===== config.mk =====
export PLATFORM = sky130hd
export DESIGN_NAME = logic_cell
export DESIGN_NICKNAME = d
export VERILOG_FILES = /design/src/logic_cell_pkg.sv /design/src/logic_cell.sv /design/src/storage_element.sv
export VERILOG_INCLUDE_DIRS = /design/src
export SDC_FILE = /design/constraint.sdc
export NUM_CORES = 1
export LEC_CHECK = 0
export BUFFER_PORTS_ARGS = -buffer_cell sky130_fd_sc_hd__buf_2
export CAP_MARGIN = 30
export CORE_AREA = 3 3 40 42
export CTS_CLUSTER_SIZE = 10
export DETAILED_ROUTE_END_ITERATION = 8
export DIE_AREA = 0 0 43 45
export MAX_ROUTING_LAYER = met4
export PLACE_DENSITY_LB_ADDON = 0.2
export SLEW_MARGIN = 20
export SYNTH_ARGS = -nofsm -noshare
export SYNTH_HDL_FRONTEND = slang
export SYNTH_SLANG_ARGS = --single-unit

===== constraint.sdc =====
create_clock -name mclk -period 4.1 [get_ports mclk]
set_clock_uncertainty 0.15 [all_clocks]
set_input_delay 0.205 -clock mclk [delete_from_list [all_inputs] [get_ports mclk]]
set_output_delay 0.205 -clock mclk [all_outputs]
set_load 0.05 [all_outputs]

===== src/logic_cell_regs.svh =====
`ifndef LOGIC_CELL_REGS_SVH
`define LOGIC_CELL_REGS_SVH

// Value forced when the element is configured for reset (the default)
`define LC_FORCE_RESET_VAL 1'b0
// Value forced when the element is configured for set
`define LC_FORCE_SET_VAL 1'b1
// Flip-flop contents while rst is asserted
`define LC_Q_RST 1'b0
// Last seen cell clock level while rst is asserted
`define LC_K_RST 1'b0
// Registered combinational outputs while rst is asserted
`define LC_COMB_RST 1'b0
// Number of storage elements in one cell
`define LC_ELEMENTS 2

`endif


===== src/logic_cell_pkg.sv =====
package logic_cell_pkg;

    // Which signal an element stores
    typedef enum logic [1:0] {
        SRC_F = 2'h0,
        SRC_G = 2'h1,
        SRC_H = 2'h3,
        SRC_DIRECT = 2'h2
    } src_sel_t;

    // Power-up sequence of one element
    typedef enum logic {
        ST_INIT = 1'b0,
        ST_RUN = 1'b1
    } init_state_t;

    // Per-element configuration; all zero is the plain default element
    typedef struct packed {
        logic falling_edge;
        logic clk_invert;
        logic ec_used;
        logic always_enabled;
        logic force_set;
        logic sr_used;
        src_sel_t src_sel;
    } elem_cfg_t;

    // Signals arriving from the interconnect
    typedef struct packed {
        logic k;
        logic ec;
        logic sr;
        logic gfi;
        logic f;
        logic g;
        logic h;
        logic [1:0] direct;
    } cell_in_t;

    // Decoded control for one storage element
    typedef struct packed {
        logic latch;
        logic active_edge;
        logic transparent;
        logic enable;
        logic force_now;
        logic force_val;
        logic d;
    } elem_ctl_t;

    // Signals driven back onto the interconnect
    typedef struct packed {
        logic x;
        logic y;
        logic xq;
        logic yq;
    } cell_out_t;

    // State of one storage element
    typedef struct packed {
        init_state_t phase;
        logic q;
    } elem_state_t;

    // State of the cell around its elements
    typedef struct packed {
        logic k_prev;
        logic x;
        logic y;
    } cell_state_t;

endpackage : logic_cell_pkg


===== src/logic_cell.sv =====
`timescale 1ns/100ps
`default_nettype none
`include "logic_cell_regs.svh"

// Functional notes
// - Two edge-triggered D storage elements share one clock and one enable.
// - Each element picks rising or falling clock edge on its own.
// - A clock inverter is absorbed by flipping that element's edge polarity.
// - Enable is active high; low enable holds the output.
// - An unconnected enable counts as active for that element.
// - No enable inversion inside the cell; outside logic must invert.
// - Either element can be made permanently enabled.
// - Optional latch mode: a rising-edge element is transparent while clock low and holds while high; a falling-edge one does the reverse.
// - Power-up, global init or set/reset high force the configured value.
// - Each element stores a combinational result or a direct input.
// - The forced value is set or reset per element; reset by default.
// - An unconnected set/reset input acts as low.
module logic_cell
    import logic_cell_pkg::*;
(
    // Clock and reset
    input wire logic mclk,
    input wire logic rst,
    // Cell clock, enable, set/reset, global init and data from interconnect
    input wire cell_in_t cell_in,
    // Per-element configuration, index 0 feeds xq and index 1 feeds yq
    input wire elem_cfg_t [1:0] elem_cfg,
    // Both elements act as latches instead of flip-flops
    input wire logic latch_mode,
    // Outputs to interconnect
    output cell_out_t cell_out
);

    cell_state_t st;
    cell_state_t next_st;
    elem_ctl_t [1:0] ctl;
    logic [1:0] q;
    logic k_rise;
    logic k_fall;

    // Resolve the configured edge after absorbing any clock inverter
    function automatic logic eff_falling(input elem_cfg_t cfg);
        eff_falling = cfg.falling_edge ^ cfg.clk_invert;
    endfunction : eff_falling

    // One enable pin for both elements, taken as is
    function automatic logic eff_enable(input elem_cfg_t cfg, input logic ec);
        logic en;
        en = ec;
        if (!cfg.ec_used) begin
            en = 1'b1;
        end
        if (cfg.always_enabled) begin
            en = 1'b1;
        end
        eff_enable = en;
    endfunction : eff_enable

    // Value the element is forced to
    function automatic logic force_value(input elem_cfg_t cfg);
        if (cfg.force_set) begin
            force_value = `LC_FORCE_SET_VAL;
        end else begin
            force_value = `LC_FORCE_RESET_VAL;
        end
    endfunction : force_value

    // Global init has top priority, then a connected set/reset
    function automatic logic force_active(input elem_cfg_t cfg, input cell_in_t ci);
        logic f;
        f = 1'b0;
        if (cfg.sr_used && ci.sr) begin
            f = 1'b1;
        end
        if (ci.gfi) begin
            f = 1'b1;
        end
        force_active = f;
    endfunction : force_active

    // Data source for the element
    function automatic logic select_data(
        input elem_cfg_t cfg,
        input cell_in_t ci,
        input logic direct
    );
        case (cfg.src_sel)
            SRC_F: select_data = ci.f;
            SRC_G: select_data = ci.g;
            SRC_H: select_data = ci.h;
            SRC_DIRECT: select_data = direct;
            default: select_data = ci.f;
        endcase
    endfunction : select_data

    // Edges of the shared cell clock, seen against the last sampled level.
    // The cell clock is user logic on mclk, so it is read unsynchronised.
    assign k_rise = cell_in.k && !st.k_prev;
    assign k_fall = !cell_in.k && st.k_prev;

    // Decode per element control from the shared pins
    always_comb begin
        for (int i = 0; i < `LC_ELEMENTS; i++) begin
            ctl[i].latch = latch_mode;
            if (eff_falling(elem_cfg[i])) begin
                ctl[i].active_edge = k_fall;
                // An inverted latch opens while the clock is high
                ctl[i].transparent = cell_in.k;
            end else begin
                ctl[i].active_edge = k_rise;
                ctl[i].transparent = !cell_in.k;
            end
            ctl[i].enable = eff_enable(elem_cfg[i], cell_in.ec);
            ctl[i].force_now = force_active(elem_cfg[i], cell_in);
            ctl[i].force_val = force_value(elem_cfg[i]);
            ctl[i].d = select_data(elem_cfg[i], cell_in, cell_in.direct[i]);
        end
    end

    // Both elements are the same circuit with their own configuration
    storage_element u_elem_x (
        .mclk(mclk),
        .rst(rst),
        .ctl(ctl[0]),
        .q(q[0])
    );

    storage_element u_elem_y (
        .mclk(mclk),
        .rst(rst),
        .ctl(ctl[1]),
        .q(q[1])
    );

    // Combinational results also leave the cell, one flop later so that
    // every output is registered; they line up in time with xq and yq.
    always_comb begin
        next_st = st;
        next_st.k_prev = cell_in.k;
        next_st.x = cell_in.f;
        next_st.y = cell_in.g;
    end

    always_ff @(posedge mclk or posedge rst) begin
        if (rst) begin
            st <= '{k_prev: `LC_K_RST, x: `LC_COMB_RST, y: `LC_COMB_RST};
        end else begin
            st <= next_st;
        end
    end

    assign cell_out.x = st.x;
    assign cell_out.y = st.y;
    assign cell_out.xq = q[0];
    assign cell_out.yq = q[1];

endmodule : logic_cell
`default_nettype wire


===== src/storage_element.sv =====
`timescale 1ns/100ps
`default_nettype none
`include "logic_cell_regs.svh"

module storage_element
    import logic_cell_pkg::*;
(
    // Clock and reset
    input wire logic mclk,
    input wire logic rst,
    // Decoded control from the cell
    input wire elem_ctl_t ctl,
    // Stored value
    output logic q
);

    elem_state_t st;
    elem_state_t next_st;

    always_comb begin
        next_st = st;
        if (st.phase == ST_INIT) begin
            // Power-up loads the configured value before anything else
            next_st.q = ctl.force_val;
            next_st.phase = ST_RUN;
        end else if (ctl.force_now) begin
            next_st.q = ctl.force_val;
        end else if (ctl.latch) begin
            if (ctl.transparent && ctl.enable) begin
                next_st.q = ctl.d;
            end
        end else if (ctl.active_edge && ctl.enable) begin
            next_st.q = ctl.d;
        end
    end

    always_ff @(posedge mclk or posedge rst) begin
        if (rst) begin
            st <= '{phase: ST_INIT, q: `LC_Q_RST};
        end else begin
            st <= next_st;
        end
    end

    assign q = st.q;

endmodule : storage_element
`default_nettype wire


==> impl_metrics.yaml <==
status:
  status: "finished, final reports clean"
critical_path:
  path_class: "input port to register"
  worstRegToRegCells: 5
  start_kind: "input port"
  setup.worst_path.start: "cell_in[8]"
  rr_endpoint: "u_elem_y.q"
  arrival_ns: 1.75
  endpoint_kind: "register"
  crit_chain: "dlygate4sd3_1, buf_2, or3b_1, a21oi_1, o22ai_1, mux2i_1, a21oi_1"
  reg2reg_from: "st[2]"
  crit_slowest_cell: "dlygate4sd3_1"
  crit_top_cell: "a21oi_1"
  worst_ep_required_time_ns: 4.07
  max_stage_delay_ns: 0.53
  cp_max_fo: 5
  reg2reg_slack_ns: 2.61
timing:
  rsz0062_at_grt: "no"
  fin_ws_ns: 2.31
  clock.fmax_mhz: 560
  setup-violations-final: 0
  hold_viol: 0
  finalCritPeriodShare_pct: 43.5
  setup_tns_ns: 0
  slew_violations: 0
  post-route-min-period_ns: 1.79
synthesis:
  ys_warn_count: 0
  syn_area_per_cell_um2: 10.3
  syn_nets: 65
  syn_inst: 37
  ys_types: 18
  seq_area_frac_synth_pct: 39.3
  syn_area_um2: 382
  ys_ff_latch: 6
placed_design:
  placed_area_um2: 526
  pre_cts_slack_ns: 2.60
  place_congestion: 0.663
  dp_hpwl_um: 723
  io_buffer_count: 31
hold_path:
  hold_start: "elem_cfg[11]"
  whs_endpoint: "u_elem_y.q"
  hold_path_depth: 3
  hp-class: "input port to register"
power:
  switchingPower_mw: 0.0456
  sequentialPowerShare_pct: 38.9
  p_per_area_nw_per_um2: 283
  cellInternalPower_mw: 0.121
  p_sw_share_pct: 27.4
  clockPowerShare_pct: 31.0
  ir_worst_vdd_mv: 0.179
  pwr-share-comb_pct: 30.1
  p_leak_nw: 0.305
  fin_total_pwr_mw: 0.167
clocking:
  cts_tree: "done"
  h-tree-depth: 1
  cts.sinks: 6
  clk_path_buf_depth: 2
  clk-insertion-delay-late_ns: 0.24
  clkTransAtPathRegs_ns: 0.04
  cts_setup_buffers: 0
  cts_buffers: 3
  cts-root-buf: "clkbuf_4"
routing:
  dr_total_vias: 389
  wire_per_inst_um: 10.1
  drt_wl_total_um: 869
  ant_nets: 0
  first_pass_iters: 2
  remaining_drc_errors: 0
  drt_iter0_markers: 5
  vias_per_cell: 4.52
cells_and_area:
  layout-drive-gt1-share_pct: 52.1
  n_antenna_cell: 0
  final_core_util_pct: 45.8
  fin_nets: 101
  stdcell_area_um2: 588
  area_growth_pct: 54.1
global_routing:
  grt_pass1_vias: 399
  grt_overflow: 0
  grt_max_degree: 7
  grt_first_pass_wirelength_mm: 1.56
  antenna_found_initial: 0
  track_usage_pct: 11.1
floorplan:
  ios: 32
  die_height_um: 45
  dieArea_um2: 1940
  core_um2: 1280
  initial_core_util_pct: 29.7
  die_w_um: 43
  rows: 13
run:
  max_cap_violations: 0
-- what timing repair did --
action	CTS	global route
hold buffers	4	0
resized for setup	0	0
setup endpoints to repair	0	0
hold endpoints to repair	9	0
-- registers in the layout, summed over array words and instances (netlist names) --
register / count
cell_out: 2
st: 1
u_elem_x.q: 1
u_elem_x.st: 1
u_elem_y.q: 1
-- per-stage QoR --
stage	hold slack [ns]	instances
final	0.0716	86
after global routing	0.0921	86
after CTS	0.0678	86
after detailed placement	-0.0167	79
after global placement	-0.0253	79
after floorplan	-0.154	37
-- area by class of cell --
type,count,area [µm²]
clock buffers,3,22.5
inverters,1,3.75
fillers,129,697
flip-flops and latches,6,150
multi-input cells,26,198
repair buffers,35,195
well taps,15,18.8
-- layer usage --
metal	vias to the layer above	track usage [%]	routed length [µm]
li1	196	-	-
met1	173	11.6	326
met2	20	19.2	447
met3	0	3.19	95
met4	0	5.42	0
met5	-	-	0
-- power by group through the flow --
stage / logic [mW] / registers (mW) / clock network, mW
4_1_cts: 0.0507 / 0.0648 / 0.0545
5_1_grt: 0.0555 / 0.0651 / 0.0573
3_3_place_gp: 0.0476 / 0.0655 / 0
3_5_place_dp: 0.0477 / 0.0656 / 0
6_report: 0.0502 / 0.0647 / 0.0516
2_1_floorplan: 0.0325 / 0.0652 / 0
-- worst max-delay path by stage --
stage / end / cells past startpoint / slack, ns
2_1_floorplan: u_elem_y.q / 5 / 2.68
3_3_place_gp: u_elem_y.q / 5 / 2.60
3_5_place_dp: u_elem_y.q / 5 / 2.60
4_1_cts: u_elem_y.q / 7 / 2.32
5_1_grt: u_elem_y.q / 7 / 2.16
6_report: u_elem_y.q / 7 / 2.31
-- Yosys cell counts, drive strengths merged --
master  n  area, µm²
nand3   1       5.00
xnor2   1       8.76
mux2i   2       20.0
a21boi  1       7.51
xor2    1       8.76
dfrtp   6        150
conb    1       3.75
o22ai   1       6.26
o211ai  1       7.51
a21oi   5       25.0
mux4    2       45.0
buf     4       30.0
nor2    2       7.51
inv     1       3.75
or3b    3       26.3
nand2   2       7.51
nand2b  3       18.8
-- worst max-delay path: cells and delay by family --
kind | cells | cell delay (ns)
buffers and inverters | 2 | 0.67
and+or+nand+nor | 1 | 0.39
AOI/OAI and AO/OA | 3 | 0.33
muxes | 1 | 0.15
-- cells in the final DEF (no fill, tap or decap) --
cell type	Yosys	layout
mux4_2	2	2
nand2_1	2	2
a21oi_1	5	5
inv_1	1	1
nand3_1	1	1
xor2_1	1	1
clkbuf_4	0	3
buf_2	0	31
or3b_1	2	2
nand2b_1	3	3
conb_1	1	1
mux2i_1	2	2
nor2_1	2	2
dfrtp_1	6	6
or3b_2	1	1
o211ai_1	1	1
xnor2_1	1	1
o22ai_1	1	1
a21boi_1	1	1
dlygate4sd3_1	0	4
-- kinds of logic (layout without fill, tap and decap cells) --
kind of cell / after synthesis / count (layout) / synth area share (%)
XOR/XNOR: 2 / 2 / 4.59
buffers and inverters: 5 / 39 / 8.85
flip-flops: 6 / 6 / 39.3
other: 1 / 1 / 0.983
AND/OR/NAND/NOR: 11 / 11 / 17.1
AO/OA/AOI/OAI: 8 / 8 / 12.1
multiplexers: 4 / 4 / 17.0
(Power assumes the default switching activity.)
